===== src/logic/dstc_pkg.sv =====
/*
  Shared constants for the self-test command logic: command field layout,
  command identifiers, format codes, response bit positions and reset values.
  Assumes nothing of its surroundings; every user names items as dstc_pkg::name.
*/
package dstc_pkg;

  // Command word layout: data byte, address nibble, command nibble.
  localparam int CMD_W = 16;
  localparam int CMD_ID_LSB = 0;
  localparam int ADDR_LSB = 4;
  localparam int DATA_LSB = 8;
  localparam int NIB_W = 4;

  // Command identifiers decoded or refused by this block.
  localparam logic [3:0] CMD_ID_ENABLE = 4'hD;
  localparam logic [3:0] CMD_ID_DISABLE = 4'hC;
  localparam logic [3:0] CMD_ID_UNUSED14 = 4'hE;
  localparam logic [3:0] CMD_ID_REV_INIT = 4'hF;
  localparam logic [3:0] ADDR_GLOBAL = 4'h0;

  // Command format codes presented with each received command.
  localparam logic [1:0] FMT_STD_LONG = 2'h0;
  localparam logic [1:0] FMT_STD_SHORT = 2'h1;
  localparam logic [1:0] FMT_ENH_LONG = 2'h2;
  localparam logic [1:0] FMT_ENH_SHORT = 2'h3;

  // Status byte bit positions, shared by the short and the long response.
  localparam int RSP_SHORT_W = 15;
  localparam int RSP_LONG_W = 16;
  localparam int RSP_OTP_BIT = 7;
  localparam int RSP_HOLD_BIT = 6;
  localparam int RSP_CHECK_BIT = 5;
  localparam int RSP_SWITCH_BIT = 4;
  localparam int RSP_TRAIT_MSB = 3;
  localparam int RSP_TRAIT_LSB = 2;
  localparam int RSP_ERR_BIT = 1;
  localparam int RSP_ZERO_LSB = 0;
  localparam int RSP_LONG_ADDR_LSB = 12;
  localparam int RSP_STATUS_MSB = 7;

  // Values after reset.
  localparam logic RST_SELF_CHECK = 1'b0;
  localparam logic RST_LOCKOUT = 1'b0;
  localparam logic [1:0] RST_SYNC = 2'h0;

  // Lockout tracking states.
  typedef enum logic [1:0] {LK_IDLE, LK_ONE_DISABLE, LK_LOCKED} dstc_lock_t;

endpackage


===== src/logic/dstc_rsp_if.sv =====
/*
  Carrier between the command core and the response builder: the status
  inputs of one response and the two response words built from them.
  Assumes both ends sit on the same clock; the builder is combinational.
*/
`timescale 1ns/1ps
interface dstc_rsp_if;
  logic otp_en;
  logic hold_low;
  logic check_act;
  logic bus_sw;
  logic [1:0] trait;
  logic int_err;
  logic [3:0] addr;
  logic [dstc_pkg::RSP_SHORT_W-1:0] short_word;
  logic [dstc_pkg::RSP_LONG_W-1:0] long_word;

  // The core supplies status and takes words; the builder does the reverse.
  modport core (output otp_en, hold_low, check_act, bus_sw, trait, int_err, addr,
                input short_word, long_word);
  modport build (input otp_en, hold_low, check_act, bus_sw, trait, int_err, addr,
                 output short_word, long_word);
endinterface


===== src/logic/dstc_rsp_build.sv =====
/*
  Combinational builder of the short and long self-test response words.
  Assumes the core registers the words before they leave the block.
*/
`timescale 1ns/1ps
module dstc_rsp_build (
  // Status in, words out.
  dstc_rsp_if.build rsp
);
  logic [dstc_pkg::RSP_STATUS_MSB:0] status;

  // One status byte serves both words, so the two can never disagree.
  always_comb begin
    status = '0;
    status[dstc_pkg::RSP_OTP_BIT] = rsp.otp_en;
    status[dstc_pkg::RSP_HOLD_BIT] = rsp.hold_low;
    status[dstc_pkg::RSP_CHECK_BIT] = rsp.check_act;
    status[dstc_pkg::RSP_SWITCH_BIT] = rsp.bus_sw;
    status[dstc_pkg::RSP_TRAIT_MSB:dstc_pkg::RSP_TRAIT_LSB] = rsp.trait;
    status[dstc_pkg::RSP_ERR_BIT] = rsp.int_err;
    status[dstc_pkg::RSP_ZERO_LSB] = 1'b0;
  end

  // Upper bits are zero in the short word; the long word carries the address.
  assign rsp.short_word = {7'h00, status};
  assign rsp.long_word = {rsp.addr, 4'h0, status};
endmodule // dstc_rsp_build


===== src/logic/dstc_sync2.sv =====
/*
  Two flip-flop level synchroniser for a pin that is not on the core clock.
  Assumes a synchronous active-high reset on the destination clock.
*/
`timescale 1ns/1ps
module dstc_sync2 (
  // Clock and reset.
  input wire logic clk_i,
  input wire logic srst_i,
  // Asynchronous level in, synchronised level out.
  input wire logic async_i,
  output logic sync_o
);
  logic [1:0] stage_q;

  // Only the second stage is read, so a metastable first stage never leaks.
  always_ff @(posedge clk_i) begin
    if (srst_i) begin
      stage_q <= dstc_pkg::RST_SYNC;
    end else begin
      stage_q <= {stage_q[0], async_i};
    end
  end

  assign sync_o = stage_q[1];
endmodule // dstc_sync2


===== src/logic/dstc_top.sv =====
/*
  Self-test command logic of a bus sensor node: decodes Enable and Disable
  Self-Test, refuses unimplemented and misaddressed commands, tracks the
  lockout armed by two Disable commands and builds the status responses.
  Assumes a frame decoder on the same clock presents each received command as
  a one-cycle strobe with its word, format and CRC verdict; the hold-capacitor
  comparator is asynchronous and is synchronised here.
*/
// Overview of operation
// - Short response: status in bits 7-1, rest zero
// - Long response: address on top, zeros, status byte
// - Error flag set when internal error detected
// - Trait bits copied from device config one
// - Bus switch bit reflects and controls switch
// - Self-check flag shows circuitry active
// - Hold-capacitor flag set below threshold
// - OTP flag shows programming enabled
// - Two back-to-back Disables arm lockout
// - Lockout holds until UV, Clear, hold-capacitor low or reset
// - Enable accepted in four formats, enhanced configurable
// - Command data byte only feeds CRC
// - Enable to global address is ignored
// - Enable starts stimulus until Disable arrives
// - Locked Enable: no activation, flag returns zero
// - Enable is command identifier 1101
// - Address mismatch means command ignored
// - Identifier 1110 ignored in every format
// - Identifier 1111 ignored in every format
// - Commands from downstream pin are ignored
// - Disable is identifier 1100, stops self-check
`timescale 1ns/1ps
module dstc_top (
  // Clock and reset.
  input wire logic CORE_CLK_I,
  input wire logic SRST_I,
  // Received command strobe and its attributes.
  input wire logic CMD_VALID_I,
  input wire logic [dstc_pkg::CMD_W-1:0] CMD_WORD_I,
  input wire logic [1:0] CMD_FORMAT_I,
  input wire logic CMD_CRC_OK_I,
  input wire logic CMD_FROM_DOWNSTREAM_I,
  // Format control settings for the enhanced formats.
  input wire logic ENH_LONG_EN_I,
  input wire logic ENH_SHORT_EN_I,
  // Device configuration and status sources.
  input wire logic [3:0] DEV_ADDR_I,
  input wire logic [1:0] DEVICE_TRAIT_PAIR_I,
  input wire logic OTP_PROGRAM_ENABLE_FLAG_I,
  input wire logic BUS_SWITCH_STATE_I,
  input wire logic INT_ERROR_I,
  input wire logic HOLD_CAPACITOR_VOLTAGE_LOW_I,
  // Lockout release events, one-cycle pulses.
  input wire logic CLEAR_CMD_I,
  input wire logic REG_UV_RESET_I,
  input wire logic FRAME_TIMEOUT_RESET_I,
  // Self-check control and status.
  output logic SELF_CHECK_ACTIVE_O,
  output logic SELF_CHECK_LOCKOUT_O,
  output logic BUS_SWITCH_CLOSE_O,
  output logic CMD_IGNORED_O,
  // Response words.
  output logic RSP_VALID_O,
  output logic RSP_LONG_SEL_O,
  output logic [dstc_pkg::RSP_SHORT_W-1:0] RSP_SHORT_O,
  output logic [dstc_pkg::RSP_LONG_W-1:0] RSP_LONG_O
);

  // True when an address names this device and is not the global address.
  function automatic logic addr_hit(input logic [3:0] a, input logic [3:0] own);
    return (a == own) && (a != dstc_pkg::ADDR_GLOBAL);
  endfunction

  // True for identifiers this device never implements.
  function automatic logic id_unimpl(input logic [3:0] id);
    return (id == dstc_pkg::CMD_ID_UNUSED14) || (id == dstc_pkg::CMD_ID_REV_INIT);
  endfunction

  logic hold_low;
  logic [3:0] cmd_id;
  logic [3:0] cmd_addr;
  logic fmt_ok;
  logic cmd_seen;
  logic acc_any;
  logic acc_en;
  logic acc_dis;
  logic arm_lock;
  logic release_lock;
  logic reset_release;
  logic locked;
  logic chk_d;
  logic chk_q;
  logic lock_q;
  logic sw_q;
  logic ign_q;
  logic rsp_valid_q;
  logic rsp_long_q;
  logic [dstc_pkg::RSP_SHORT_W-1:0] rsp_short_q;
  logic [dstc_pkg::RSP_LONG_W-1:0] rsp_long_w_q;
  dstc_pkg::dstc_lock_t lk_d;
  dstc_pkg::dstc_lock_t lk_q;

  dstc_rsp_if rsp ();

  // The comparator output is asynchronous to the core clock.
  dstc_sync2 u_hold_sync (
    .clk_i(CORE_CLK_I),
    .srst_i(SRST_I),
    .async_i(HOLD_CAPACITOR_VOLTAGE_LOW_I),
    .sync_o(hold_low)
  );

  dstc_rsp_build u_build (
    .rsp(rsp.build)
  );

  // The data byte is deliberately never decoded; the frame decoder folds it
  // into the CRC check that arrives here as CMD_CRC_OK_I.
  assign cmd_id = CMD_WORD_I[dstc_pkg::CMD_ID_LSB +: dstc_pkg::NIB_W];
  assign cmd_addr = CMD_WORD_I[dstc_pkg::ADDR_LSB +: dstc_pkg::NIB_W];

  // Standard formats are always taken; enhanced ones only once configured.
  always_comb begin
    case (CMD_FORMAT_I)
      dstc_pkg::FMT_STD_LONG: fmt_ok = 1'b1;
      dstc_pkg::FMT_STD_SHORT: fmt_ok = 1'b1;
      dstc_pkg::FMT_ENH_LONG: fmt_ok = ENH_LONG_EN_I;
      dstc_pkg::FMT_ENH_SHORT: fmt_ok = ENH_SHORT_EN_I;
      default: fmt_ok = 1'b0;
    endcase
  end

  // A command counts only from the upstream input with a good CRC.
  assign cmd_seen = CMD_VALID_I && !CMD_FROM_DOWNSTREAM_I && CMD_CRC_OK_I && fmt_ok;

  // Unimplemented identifiers and foreign or global addresses are dropped.
  assign acc_any = cmd_seen && !id_unimpl(cmd_id)
                   && addr_hit(cmd_addr, DEV_ADDR_I);
  assign acc_en = acc_any && (cmd_id == dstc_pkg::CMD_ID_ENABLE);
  assign acc_dis = acc_any && (cmd_id == dstc_pkg::CMD_ID_DISABLE);

  // Events that end a lockout; the two reset sources also stop self-check.
  assign reset_release = REG_UV_RESET_I || FRAME_TIMEOUT_RESET_I;
  assign release_lock = hold_low || CLEAR_CMD_I || reset_release;
  assign locked = (lk_q == dstc_pkg::LK_LOCKED);
  assign arm_lock = acc_dis && (lk_q == dstc_pkg::LK_ONE_DISABLE);

  // Lockout tracker. Arming wins over a release in the same cycle so that a
  // second Disable is never lost.
  always_comb begin
    lk_d = lk_q;
    case (lk_q)
      dstc_pkg::LK_IDLE: begin
        if (acc_dis) begin
          lk_d = dstc_pkg::LK_ONE_DISABLE;
        end
      end
      dstc_pkg::LK_ONE_DISABLE: begin
        if (acc_dis) begin
          lk_d = dstc_pkg::LK_LOCKED;
        end else if (acc_any || release_lock) begin
          lk_d = dstc_pkg::LK_IDLE;
        end
      end
      dstc_pkg::LK_LOCKED: begin
        if (release_lock) begin
          lk_d = dstc_pkg::LK_IDLE;
        end
      end
      default: lk_d = dstc_pkg::LK_IDLE;
    endcase
  end

  // Lockout state register.
  always_ff @(posedge CORE_CLK_I) begin
    if (SRST_I) begin
      lk_q <= dstc_pkg::LK_IDLE;
    end else begin
      lk_q <= lk_d;
    end
  end

  // Lockout flag, registered so that the output comes straight from a flop.
  always_ff @(posedge CORE_CLK_I) begin
    if (SRST_I) begin
      lock_q <= dstc_pkg::RST_LOCKOUT;
    end else begin
      lock_q <= (lk_d == dstc_pkg::LK_LOCKED);
    end
  end

  // Self-check stimulus: on with an Enable, off with a Disable or a reset
  // source. A locked Enable leaves it off.
  always_comb begin
    chk_d = chk_q;
    if (reset_release || acc_dis) begin
      chk_d = 1'b0;
    end else if (acc_en && !locked) begin
      chk_d = 1'b1;
    end else if (locked) begin
      chk_d = 1'b0;
    end
  end

  // Self-check state register.
  always_ff @(posedge CORE_CLK_I) begin
    if (SRST_I) begin
      chk_q <= dstc_pkg::RST_SELF_CHECK;
    end else begin
      chk_q <= chk_d;
    end
  end

  // Bus switch command follows its state bit one cycle later.
  always_ff @(posedge CORE_CLK_I) begin
    if (SRST_I) begin
      sw_q <= 1'b0;
    end else begin
      sw_q <= BUS_SWITCH_STATE_I;
    end
  end

  // Pulse for any command this block refused, downstream ones included.
  always_ff @(posedge CORE_CLK_I) begin
    if (SRST_I) begin
      ign_q <= 1'b0;
    end else begin
      ign_q <= CMD_VALID_I && !acc_any;
    end
  end

  // Status for the builder; the self-check bit is the value after this
  // command, so a locked Enable reports it cleared.
  assign rsp.otp_en = OTP_PROGRAM_ENABLE_FLAG_I;
  assign rsp.hold_low = hold_low;
  assign rsp.check_act = chk_d;
  assign rsp.bus_sw = BUS_SWITCH_STATE_I;
  assign rsp.trait = DEVICE_TRAIT_PAIR_I;
  assign rsp.int_err = INT_ERROR_I;
  assign rsp.addr = DEV_ADDR_I;

  // Response capture for accepted Enable and Disable commands; the words
  // hold until the next response so a slow encoder may read them late.
  always_ff @(posedge CORE_CLK_I) begin
    if (SRST_I) begin
      rsp_valid_q <= 1'b0;
      rsp_long_q <= 1'b0;
      rsp_short_q <= '0;
    end else begin
      rsp_valid_q <= acc_en || acc_dis;
      if (acc_en || acc_dis) begin
        rsp_long_q <= (CMD_FORMAT_I == dstc_pkg::FMT_STD_LONG)
                      || (CMD_FORMAT_I == dstc_pkg::FMT_ENH_LONG);
        rsp_short_q <= rsp.short_word;
      end
    end
  end

  // Long word register, kept apart so it resets with its own process.
  always_ff @(posedge CORE_CLK_I) begin
    if (SRST_I) begin
      rsp_long_w_q <= '0;
    end else if (acc_en || acc_dis) begin
      rsp_long_w_q <= rsp.long_word;
    end
  end

  assign SELF_CHECK_ACTIVE_O = chk_q;
  assign SELF_CHECK_LOCKOUT_O = lock_q;
  assign BUS_SWITCH_CLOSE_O = sw_q;
  assign CMD_IGNORED_O = ign_q;
  assign RSP_VALID_O = rsp_valid_q;
  assign RSP_LONG_SEL_O = rsp_long_q;
  assign RSP_SHORT_O = rsp_short_q;
  assign RSP_LONG_O = rsp_long_w_q;
endmodule // dstc_top


===== config.mk =====
export PLATFORM = sky130hd
export DESIGN_NAME = dstc_top
export DESIGN_NICKNAME = d
export VERILOG_FILES = /design/src/logic/dstc_pkg.sv /design/src/logic/dstc_rsp_if.sv /design/src/logic/dstc_rsp_build.sv /design/src/logic/dstc_sync2.sv /design/src/logic/dstc_top.sv
export SDC_FILE = /design/constraint.sdc
export NUM_CORES = 1
export LEC_CHECK = 0
export BUFFER_PORTS_ARGS = -buffer_cell sky130_fd_sc_hd__buf_4
export CAP_MARGIN = 10
export CORE_MARGIN = 10
export CORE_UTILIZATION = 40
export CTS_CLUSTER_SIZE = 8
export DETAILED_ROUTE_END_ITERATION = 10
export PLACE_DENSITY_LB_ADDON = 0.3
export SLEW_MARGIN = 20
export SYNTH_ARGS = -nofsm -noshare
export SYNTH_HDL_FRONTEND = slang
export SYNTH_SLANG_ARGS = --single-unit
export TNS_END_PERCENT = 5

===== constraint.sdc =====
create_clock -name CORE_CLK_I -period 2.2 [get_ports CORE_CLK_I]
set_input_delay 0.44 -clock CORE_CLK_I [delete_from_list [all_inputs] [get_ports CORE_CLK_I]]
set_output_delay 0.44 -clock CORE_CLK_I [all_outputs]
set_load 0.05 [all_outputs]

[Word level (Yosys, flattened, before mapping)]
Cells that the tools add are included.
Cells by class
  add/sub/neg operators: 0
  $mul: 0
  div/mod/pow operators: 0
  $lt $le $gt $ge: 0
  equality and inequality tests: 11
  shifts and indexed selects: 0
  mux-type cells: 9
  bitwise operators: 0
  reduce and logical (&&, ||, !) cells: 26
Operator list (number)
  equality test 4 bit (second input constant): 4
  logical AND 1 bit: 10
  equality test 2 bit (second input constant): 4
  logical OR 1 bit: 8
  2-to-1 mux 2 bit: 4
  case mux 2 bit (3 select lines): 1
  equality test 2 x 1 -> 1 bit (second input constant): 2
  equality test 4 bit: 1
  logical NOT 1 bit: 4
  logical NOT 2 bit: 2
  nonzero test 4 bit: 1
  2-to-1 mux 1 bit: 3
  case mux 1 bit (3 select lines): 1
  OR reduction 2 bit: 1
Storage, ports and cells
  bits in registers: 28
  latch bits: 0
  bits in writable memories: 0
  ROM bits: 0
  output and inout port bits: 37
  logic and storage cells: 56
  memories: 0

[Longest topological paths before layout]
Gate-level depths: netlist (run 1).
  word-level depth: 11
  depth in mapped cells: 6

[Cells and area by module]
A second synthesis (run 1) with hierarchy kept.
Unflattened totals
  cell total of the unflattened synthesis: 220
  area total of the unflattened synthesis: 2149.6 sq um
Modules (own cells, without submodules)
  dstc_top: times used 1, cells each 184, area each 1860.5 sq um, seq. area each 780.7 sq um
  dstc_rsp_build: times used 1, cells each 32, area each 236.5 sq um, seq. area each 0.0 sq um
  dstc_sync2: times used 1, cells each 4, area each 52.6 sq um, seq. area each 40.0 sq um

[Least setup slack after synthesis (run 1)]
No wires, ideal clock.
  path type: input to register
  from: in DEV_ADDR_I[3]
  to: reg ign_q, in the netlist CMD_IGNORED_O
  setup time: 130 ps
  arrival time: 1549 ps
  setup slack: 521 ps
  stages: 6
  buffers on the path: 1
  cell sequence: xor2_1 > a2111oi_4 > nand4b_1 > clkbuf_1 > a31oi_1 > nor3b_1
Between the ends
  word-level cells in the longest chain between the ends: 5
RTL lines
  start, declared: RTL line dstc_top.sv:46  | input wire logic [3:0] DEV_ADDR_I,
  equality test 4 bit: RTL line dstc_top.sv:70  | return (a == own) && (a != dstc_pkg::ADDR_GLOBAL);
  logical AND 1 bit: RTL line dstc_top.sv:70
  logical AND 1 bit: RTL line dstc_top.sv:137  | && addr_hit(cmd_addr, DEV_ADDR_I);
  logical NOT 1 bit: RTL line dstc_top.sv:227  | ign_q <= CMD_VALID_I && !acc_any;
  logical AND 1 bit: RTL line dstc_top.sv:227
  end signal, assigned: RTL line dstc_top.sv:227
  end, declared: RTL line dstc_top.sv:94  | logic ign_q;
Every way passes these cells.
A chain may end at the register's enable or synchronous reset.

[Worst setup path after layout (run 1)]
  from: in DEV_ADDR_I[3]
  to: reg rsp_long_q, in the netlist RSP_LONG_SEL_O
Between the ends
  word-level cells in the longest chain between the ends: 5
RTL lines
  equality test 4 bit *: RTL line dstc_top.sv:70
  logical AND 1 bit *: RTL line dstc_top.sv:70
  logical AND 1 bit *: RTL line dstc_top.sv:137
  logical AND 1 bit, on equally long branches: RTL line dstc_top.sv:138, dstc_top.sv:139
  logical OR 1 bit *: RTL line dstc_top.sv:250  | if (acc_en || acc_dis) begin
  end signal, assigned: RTL line dstc_top.sv:251  | rsp_long_q <= (CMD_FORMAT_I == dstc_pkg::FMT_STD_LONG)
  end, declared: RTL line dstc_top.sv:96  | logic rsp_long_q;
Every way passes the cells marked *; elsewhere a longest branch is shown, timed or not.

==> results of run 1 <==
[area by class of cell]
| type | count | area share, % |
|---|---|---|
| multi-input combinational | 89 | 35.57 |
| sequential | 21 | 30.03 |
| timing repair buffer | 55 | 29.49 |
| tap | 30 | 2.681 |
| clock buffer | 3 | 1.609 |
| clock inverter | 1 | 0.3575 |
| inverter | 1 | 0.2681 |
[power by group]
part,internal (W),switching [W]
logic,0.0000493,0.0000967
clock network,0.0000678,0.000114
registers,0.000384,0.00000114
[cells by family after synthesis]
| family | after synthesis | synth area share, % |
|---|---|---|
| AO/OA/AOI/OAI | 29 | 16.45 |
| multiplexers | 2 | 1.894 |
| AND/OR/NAND/NOR | 42 | 21.66 |
| other | 1 | 0.3547 |
| flip-flops | 21 | 39.76 |
| buffers and inverters | 27 | 17.39 |
| XOR/XNOR | 3 | 2.486 |
[per-stage QoR]
stage	std cells	total power (W)	worst slack [ns]
3_3_place_gp	196	0.0005355	0.2702
6_report	200	0.0007131	0.5141
3_5_place_dp	196	0.0005383	0.2189
4_1_cts	200	0.0007189	0.5163
2_1_floorplan	137	0.0004996	0.5211
5_1_grt	200	0.0007487	0.4128
[worst max-delay path: cells and delay by family]
kind / cells / cell delay, ns
AND/OR/NAND/NOR: 1 / 0.47
buffers and inverters: 1 / 0.12
AO/OA/AOI/OAI: 3 / 0.70
XOR/XNOR: 1 / 0.18
[cell usage in the layout, fill, tap and decap left out, drive strengths merged, types with 2 or more instances in the layout]
master  netlist  routed
a21oi        13      13
buf          22      55
clkbuf        4       3
conb          1      13
dfxtp        21      21
mux2i         2       2
nand2         7       7
nand3        11      11
nand4         3       3
nor2          6       6
nor2b         5       5
nor4          2       2
o21ai        12      12
xor2          3       3
[per-layer routing]
layer	vias up	GRT usage, %
met5	-	0
met4	0	2.796
met3	8	6.887
met2	50	19.90
met1	448	11.15
li1	492	-
[synthesized netlist by cell type, drive strengths merged, types with 2 or more instances]
library cell,number,area [um^2]
dfxtp,21,420.4
clkbuf,4,15.01
a21oi,13,65.06
xor2,3,26.28
nor2,6,22.52
nor2b,5,31.28
nand2,7,26.28
nand3,11,55.05
nand4,3,18.77
mux2i,2,20.02
nor4,2,12.51
buf,22,165.1
o21ai,12,60.06
[worst max path at each step]
stage	from	to	slack, ns	depth (start not counted)
after global routing	DEV_ADDR_I[3]	RSP_LONG_SEL_O	0.41	6
after floorplan	DEV_ADDR_I[3]	CMD_IGNORED_O	0.52	6
final	DEV_ADDR_I[3]	RSP_LONG_SEL_O	0.51	6
after CTS	DEV_ADDR_I[3]	RSP_LONG_SEL_O	0.52	6
after global placement	DEV_ADDR_I[3]	SELF_CHECK_LOCKOUT_O	0.27	6
after detailed placement	DEV_ADDR_I[3]	RSP_LONG_SEL_O	0.22	6
[flip-flops by register name, indices dropped and copies added (netlist names)]
register,cells
BUS_SWITCH_CLOSE_O,1
CMD_IGNORED_O,1
RSP_LONG_O,11
RSP_LONG_SEL_O,1
RSP_VALID_O,1
SELF_CHECK_ACTIVE_O,1
SELF_CHECK_LOCKOUT_O,1
lk_q,2
u_hold_sync.stage_q,2
==> summary.md, run 1 <==
| Metric | Value |
|---|---|
| Status | finished clean |
| Post-Syn Instances | 125 |
| Register area share after synthesis | about two fifths |
| Slowest-stage cell, CP | and4b_2 |
| Chip height | 71.41 um |
| Vias in the first global route | 1034 |
| Req. time, crit path | between 2 and 2.5 ns |
| Clock transition at the registers of the reported paths | ~0.11 ns |
| CTS tree | done |
| Fin. Hold Viols | 0 |
| Nets@finish | 209 |
| Area after DPL | around 1400 um^2 |
| FFs w/ async S/R, synth | 0% |
| Synth-to-Final Area Change | 32.43% |
| Hold_ws | 0.3321 ns |
| Setup TNS | 0 ns |
| Worst r2r dst | lk_q[0] |
| DP HPWL | 2437 um |
| EDFF count, synth | 0 |
| Tot GR Track Use | around 11% |
| Reg2Reg Setup Slack | between 1 and 1.5 ns |
| Hold/Removal Path Class | in -> reg |
| Power Dens Cells | 509.3 nW/um^2 |
| Initial antenna violation count | 0 |
| Worst-Skew Late Latency | 0.30 ns |
| Reg area | approximately 420 um^2 |
| RSZ-0062 raised after global routing | false |
| Sink Count | 21 |
| First-pass DRT Iterations | 4 |
| DR WL/cell | 15.04 um |
| Minimum clock period | 1.686 ns |
| Met1 WL | 1140 um |
| Postcts setup bufs | 0 |
| Worst Hold Launch | CMD_FORMAT_I[0] |
| Die X | ~71 um |
| Cells resized by post-CTS repair | 0 |
| Via density | ~5.0 |
| Layout cell share with drive strength beyond 1 | a little over a third |
| First-pass GRT wire length | roughly 4900 um |
| Worst-case clock buffer depth | 2 |
| Grt ovf | 0 |
| Post-CTS Hold Fix Bufs | 0 |
| Leak Pwr | between 0.6 and 0.7 nW |
| Syn Area/Cell | approximately 8.5 um^2 |
| Hold path depth | 2 |
| R2R depth | 4 |
| IO buf count | 53 |
| Via count | 998 |
| Count of cell types in the netlist | 30 |
| Met3 wire len | roughly 390 um |
| Multi-input logic area | roughly 500 um^2 |
| Post-Syn Area | between 1000 and 1500 um^2 |
| Maximum VDD drop | between 0.0004 and 0.0005 V |
| Core area | 2500 um^2 |
| Final max-slew violation count | 0 |
| CTS buffer count | 3 |
| Arr. time, crit path | 1.90 ns |
| DRT iter0 DRCs | 90 |
| Final ANT Viol Nets | 0 |
| Crit path largest cell delay | between 0.4 and 0.5 ns |
| Fin crit share | between 70% and 80% |
| Total Wirelength | between 3000 and 4000 um |
| Largest net degree at the start of global routing | 22 |
| Max-Cap Viols | 0 |
| Yosys reg bits | 21 |
| Final instance area | about 1400 um^2 |
| Max Used Layer | met4 |
| GP Congestion | just under 0.8 |
| Reg2reg start | u_hold_sync.stage_q[1] |
| Row Count | 18 |
| H-tree depth | 1 |
| Hold Crit Endpoint | RSP_LONG_SEL_O |
| Final Skew | 0.007435 ns |
| Met2 wire length | 1445 um |
| Fin util | a little under three fifths |
| Top_reg_cell synth | dfxtp_1 |
| Fillcell total | around 240 |
| CP startpoint kind | primary input |
| IO Pins | 75 |
| Warnings from Yosys | 0 |
| Critical path capture point type | register |
| Crit path max fanout | 13 |
| Initial Utilization | between 40% and 50% |
| # setup viols final | 0 |
| CP cell instances | buf_4 -> xor2_1 -> a2111oi_4 -> and4b_2 -> a21oi_1 -> a211oi_1 |
| Fmax | ~590 MHz |
| Die area | ~5000 um^2 |
| N_diodes | 0 |
| CTS root buffer | clkbuf_4 |
| Critical path class | in -> reg |
| DRC | 0 |
Power figures use the tool's default switching activity.
==> run 2: changes to the inputs <==
==> constraint.sdc (replaced) <==
create_clock -name CORE_CLK_I -period 1.76 [get_ports CORE_CLK_I]
set_input_delay 0.352 -clock CORE_CLK_I [delete_from_list [all_inputs] [get_ports CORE_CLK_I]]
set_output_delay 0.352 -clock CORE_CLK_I [all_outputs]
set_load 0.05 [all_outputs]
==> run 2 against run 1 <==
Wire length shrank 1.0%. Power grew 26%. Clock power grew 26%. Count of clock-buffer cells in the layout is the same. Clock skew shrank 0.0051 ns. Sequential power grew 25%. Die area is the same. Cell count grew 1.5%. Largest power group unchanged.
==> summary.md, run 2 (synthesized netlist as in run 1, its figures left out) <==
| Metric | Value |
|---|---|
| First-pass DRT Iterations | 4 (unchanged) |
| Worst Hold Launch | CMD_FORMAT_I[0] (unchanged) |
| Minimum clock period | 1.500 ns |
| DR WL/cell | 14.67 um (was 15.04 um) |
| Tot GR Track Use | 11.33% (was 11.38%) |
| Worst r2r dst | lk_q[0] (unchanged) |
| Critical path capture point type | register (unchanged) |
| Clock transition at the registers of the reported paths | 0.11 ns (about the same) |
| Sink Count | 21 (unchanged) |
| CTS tree | done (unchanged) |
| Fin. Hold Viols | 0 (unchanged) |
| GP Congestion | 0.7745 (was 0.7759) |
| DP HPWL | 2408 um (was 2437 um) |
| Chip height | 71.41 um (unchanged) |
| Leak Pwr | 0.6563 nW (was 0.6373 nW) |
| Hold_ws | 0.2353 ns (was 0.3321 ns) |
| Row Count | 18 (unchanged) |
| Via count | 995 (was 998) |
| Layout cell share with drive strength beyond 1 | 37.57% (was 36.47%) |
| DRT iter0 DRCs | 39 (was 90) |
| Grt ovf | 0 (unchanged) |
| Fin crit share | about 85% |
| # setup viols final | 0 (unchanged) |
| Initial antenna violation count | 0 (unchanged) |
| Multi-input logic area | 498.0 um^2 (unchanged) |
| Reg area | 420.4 um^2 (unchanged) |
| Die area | 5099 um^2 (unchanged) |
| Via density | 4.901 (was 4.990) |
| Die X | 71.41 um (unchanged) |
| Hold/Removal Path Class | in -> reg (unchanged) |
| Nets@finish | 212 (was 209) |
| Req. time, crit path | 2.01 ns (was 2.42 ns) |
| RSZ-0062 raised after global routing | false (unchanged) |
| Setup TNS | 0 ns (unchanged) |
| CTS buffer count | 3 (unchanged) |
| Reg2Reg Setup Slack | 0.63 ns (was 1.07 ns) |
| DRC | 0 (unchanged) |
| Fmax | approximately 670 MHz |
| Status | finished clean (unchanged) |
| CTS root buffer | clkbuf_4 (unchanged) |
| Reg2reg start | u_hold_sync.stage_q[1] (unchanged) |
| Worst-case clock buffer depth | 2 (unchanged) |
| Maximum VDD drop | 0.0005545 V (was 0.0004595 V) |
| Hold path depth | 2 (unchanged) |
| Crit path max fanout | 5 (was 13) |
| Arr. time, crit path | 1.75 ns (was 1.90 ns) |
| Final Skew | 0.002321 ns (was 0.007435 ns) |
| Initial Utilization | 42.29% (unchanged) |
| Power Dens Cells | 623.9 nW/um^2 (was 509.3 nW/um^2) |
| Largest net degree at the start of global routing | 22 (unchanged) |
| Core area | 2500 um^2 (unchanged) |
| H-tree depth | 1 (unchanged) |
| IO buf count | 53 (unchanged) |
| CP startpoint kind | primary input (unchanged) |
| N_diodes | 0 (unchanged) |
| Critical path class | in -> reg (unchanged) |
| Max FFs per register | 11 (unchanged) |
| IO Pins | 75 (unchanged) |
| Postcts setup bufs | 0 (unchanged) |
| Max-Cap Viols | 0 (unchanged) |
| First-pass GRT wire length | 4885 um (was 4871 um) |
| Fillcell total | 246 (was 238) |
| Final max-slew violation count | 0 (unchanged) |
| R2R depth | 4 (unchanged) |
| Worst-Skew Late Latency | 0.30 ns (about the same) |
| Total Wirelength | 2977 um (was 3008 um) |
| Cells resized by post-CTS repair | 0 (unchanged) |
| Final instance area | 1435 um^2 (was 1400 um^2) |
| Post-layout total power | 0.0008954 W (was 0.0007131 W) |
| Most frequent cells in the layout | buf_4 (57), dfxtp_1 (21), a21oi_1 (13), conb_1 (13), nand3_1 (11) (was buf_4 (55), dfxtp_1 (21), a21oi_1 (13), conb_1 (13), nand3_1 (11)) |
| Post-CTS Hold Fix Bufs | 0 (unchanged) |
| Commonest non-fill, non-tap cell in the layout | buf_4 (unchanged) |
| Vias in the first global route | 1100 (was 1034) |
| Synth-to-Final Area Change | 35.74% (was 32.43%) |
| Area after DPL | 1408 um^2 (was 1373 um^2) |
| Hold Crit Endpoint | RSP_LONG_SEL_O (unchanged) |
| Final ANT Viol Nets | 0 (unchanged) |
[run 2: changes by cell type in the layout (fill, tap and decap cells not counted)]
| cell | change |
|---|---|
| buf_4 | +2 |
| buf_12 | +1 |
[run 2: per-stage QoR]
stage | instances | worst slack [ns] | utilization [%]
6_report | 203 | 0.2603 | 57.41
5_1_grt | 203 | 0.1550 | 57.41
4_1_cts | 203 | 0.2757 | 57.41
3_5_place_dp | 199 | -0.05850 | 56.31
3_3_place_gp | 199 | -0.03912 | 56.31
2_1_floorplan | 137 | 0.1691 | -
[run 2: how the worst max path moves through the flow]
stage                             start             to  slack (ns)  depth (start not counted)
final                     DEV_ADDR_I[3]  RSP_LONG_O[6]        0.26                          7
after global routing      DEV_ADDR_I[3]  RSP_LONG_O[6]        0.15                          7
after CTS                 DEV_ADDR_I[3]  RSP_LONG_O[3]        0.28                          7
after detailed placement  DEV_ADDR_I[3]  RSP_LONG_O[3]       -0.06                          7
after global placement    DEV_ADDR_I[3]  RSP_LONG_O[6]       -0.04                          7
after floorplan           DEV_ADDR_I[3]  CMD_IGNORED_O        0.17                          6
[run 2: cell type report]
type | count | share of cell area, %
tap | 30 | 2.616
sequential | 21 | 29.29
clock inverter | 1 | 0.3487
multi-input combinational | 89 | 34.70
timing repair buffer | 58 | 31.21
inverter | 1 | 0.2616
clock buffer | 3 | 1.569
[run 2: critical path, stage by stage]
cell and delay, ns:
buf_4 0.12, xor2_1 0.18, a2111oi_4 0.36, and4b_2 0.38, buf_4 0.14, nand3_1 0.07, a21oi_1 0.15
[run 2: metal layers]
layer  GRT usage (%)  vias up  routed length, um
met4           1.935        0                  4
met2           20.59       48               1472
met3           6.474        2                339
met5               0        -                  0
li1                -      498                  -
met1           11.00      447               1160
[run 2: power breakdown]
group	internal (W)	switching (W)	leakage, nW
Sequential	0.000480	0.00000157	0.170
Clock	0.0000849	0.000145	0.0177
Combinational	0.0000632	0.000121	0.469
Total	0.000628	0.000267	0.656
==> run 3: changes to the inputs <==
--- a/config.mk
+++ b/config.mk
@@ -11,8 +11,7 @@
 export CORE_UTILIZATION = 40
 export CTS_CLUSTER_SIZE = 8
 export DETAILED_ROUTE_END_ITERATION = 10
-export PLACE_DENSITY_LB_ADDON = 0.3
-export SLEW_MARGIN = 20
+export PLACE_DENSITY = 0.79
 export SYNTH_ARGS = -nofsm -noshare
 export SYNTH_HDL_FRONTEND = slang
 export SYNTH_SLANG_ARGS = --single-unit
==> run 3 against run 2 <==
Wire length rose by 1.9%. Design area decreased by 0.52%. Hold slack worse by 0.0017 ns. Via count is 0.30% higher. Setup slack got worse by 0.025 ns. Combinational power about the same. Clock skew up 0.0048 ns. Critical path depth is the same. Die area is the same. Sequential cell count stayed put.
==> summary.md, run 3 (synthesized netlist as in run 1, its figures left out) <==
| Metric | Value |
|---|---|
| Fin crit share | 86.63% (was 85.21%) |
| Initial antenna violation count | 0 (unchanged) |
| Sink Count | 21 (unchanged) |
| RSZ-0062 raised after global routing | false (unchanged) |
| H-tree depth | 1 (unchanged) |
| Final Skew | 0.007119 ns (was 0.002321 ns) |
| Arr. time, crit path | 1.76 ns (was 1.75 ns) |
| DRT iter0 DRCs | 55 (was 39) |
| Largest net degree at the start of global routing | 22 (unchanged) |
| Multi-input logic area | 498.0 um^2 (unchanged) |
| Total Wirelength | 3035 um (was 2977 um) |
| Worst-Skew Late Latency | 0.30 ns (about the same) |
| Worst-case clock buffer depth | 2 (unchanged) |
| IO buf count | 53 (unchanged) |
| Hold_ws | 0.2336 ns (was 0.2353 ns) |
| Postcts setup bufs | 0 (unchanged) |
| Post-CTS Hold Fix Bufs | 0 (unchanged) |
| Via density | 4.941 (was 4.901) |
| Core area | 2500 um^2 (unchanged) |
| Synth-to-Final Area Change | 35.03% (was 35.74%) |
| Initial Utilization | 42.29% (unchanged) |
| Power Dens Cells | 627.0 nW/um^2 (was 623.9 nW/um^2) |
| Leak Pwr | 0.6509 nW (was 0.6563 nW) |
| Fmax | 655.9 MHz (was 666.8 MHz) |
| Fin util | 57.11% (was 57.41%) |
| Maximum VDD drop | 0.0004642 V (was 0.0005545 V) |
| Final max-slew violation count | 0 (unchanged) |
| Tot GR Track Use | 10.87% (was 11.33%) |
| Fillcell total | 244 (was 246) |
| Crit path max fanout | 8 (was 5) |
| GP Congestion | 0.7768 (was 0.7745) |
| Final setup margin | 0.2353 ns (was 0.2603 ns) |
| Die X | 71.41 um (unchanged) |
| Critical path class | in -> reg (unchanged) |
| First-pass DRT Iterations | 4 (unchanged) |
| Cells resized by post-CTS repair | 0 (unchanged) |
| Row Count | 18 (unchanged) |
| First-pass GRT wire length | 4692 um (was 4885 um) |
| N_diodes | 0 (unchanged) |
| Max FFs per register | 11 (unchanged) |
| Via count | 998 (was 995) |
| CTS root buffer | clkbuf_4 (unchanged) |
| Status | finished clean (unchanged) |
| DRC | 0 (unchanged) |
| Fin. Hold Viols | 0 (unchanged) |
| # setup viols final | 0 (unchanged) |
| Chip height | 71.41 um (unchanged) |
| Nets@finish | 211 (was 212) |
| Final ANT Viol Nets | 0 (unchanged) |
| Vias in the first global route | 1066 (was 1100) |
| Commonest non-fill, non-tap cell in the layout | buf_4 (unchanged) |
| Hold/Removal Path Class | in -> reg (unchanged) |
| Minimum clock period | 1.525 ns (was 1.500 ns) |
| DP HPWL | 2528 um (was 2408 um) |
| Place WS | -0.08869 ns (was -0.05850 ns) |
| Reg2Reg Setup Slack | 0.58 ns (was 0.63 ns) |
| Layout cell share with drive strength beyond 1 | 37.21% (was 37.57%) |
| IO Pins | 75 (unchanged) |
| CTS tree | done (unchanged) |
| Grt ovf | 0 (unchanged) |
| Max-Cap Viols | 0 (unchanged) |
| Req. time, crit path | 1.99 ns (was 2.01 ns) |
| DR WL/cell | 15.02 um (was 14.67 um) |
| Most frequent cells in the layout | buf_4 (56), dfxtp_1 (21), a21oi_1 (13), conb_1 (13), nand3_1 (11) (was buf_4 (57), dfxtp_1 (21), a21oi_1 (13), conb_1 (13), nand3_1 (11)) |
| Reg area | 420.4 um^2 (unchanged) |
| Die area | 5099 um^2 (unchanged) |
| Clock transition at the registers of the reported paths | 0.12 ns (was 0.11 ns) |
| CTS buffer count | 3 (unchanged) |
| CP startpoint kind | primary input (unchanged) |
| Critical path capture point type | register (unchanged) |
==> run 3: area by class of cell <==
cell class                 count  area share (%)
clock buffer                   3           1.578
clock inverter                 1          0.3506
inverter                       1          0.2629
multi-input combinational     89           34.88
sequential                    21           29.45
tap                           30           2.629
timing repair buffer          57           30.85
==> run 3: worst paths after layout <==
kind	from	end	cells after the start
max reg2reg	u_hold_sync.stage_q[1]	lk_q[0]	4
min reg2reg	u_hold_sync.stage_q[0]	u_hold_sync.stage_q[1]	1
max	DEV_ADDR_I[3]	RSP_LONG_O[7]	7
min	CMD_FORMAT_I[0]	RSP_LONG_SEL_O	2
==> run 3: layer usage <==
metal / global-route usage, % / part of all wire, %
met1: 11.03 / 40
met2: 18.73 / 49
met3: 5.096 / 11
met4: 4.516 / 0.43
met5: 0 / 0
==> run 3: critical path, cell delays in order <==
cell and delay, ns:
buf_4 0.12, xor2_1 0.18, a2111oi_4 0.36, and4b_2 0.39, buf_12 0.14, nand3_1 0.07, a21oi_1 0.15
==> run 3: stage by stage <==
step                      instances  area (um^2)  setup TNS [ns]  total power (W)
after floorplan                 137         1102               0        0.0006245
after global placement          198         1400         -0.3426        0.0006706
after detailed placement        198         1400         -0.7958        0.0006737
after CTS                       202         1428               0        0.0009047
after global routing            202         1428               0        0.0009338
final                           202         1428               0        0.0008952
==> run 3: power breakdown <==
group	internal (W)	switching (W)	total [W]	leakage [nW]
Clock	0.0000846	0.000146	0.000231	0.0177
Sequential	0.000480	0.00000137	0.000481	0.170
Combinational	0.0000630	0.000120	0.000183	0.463
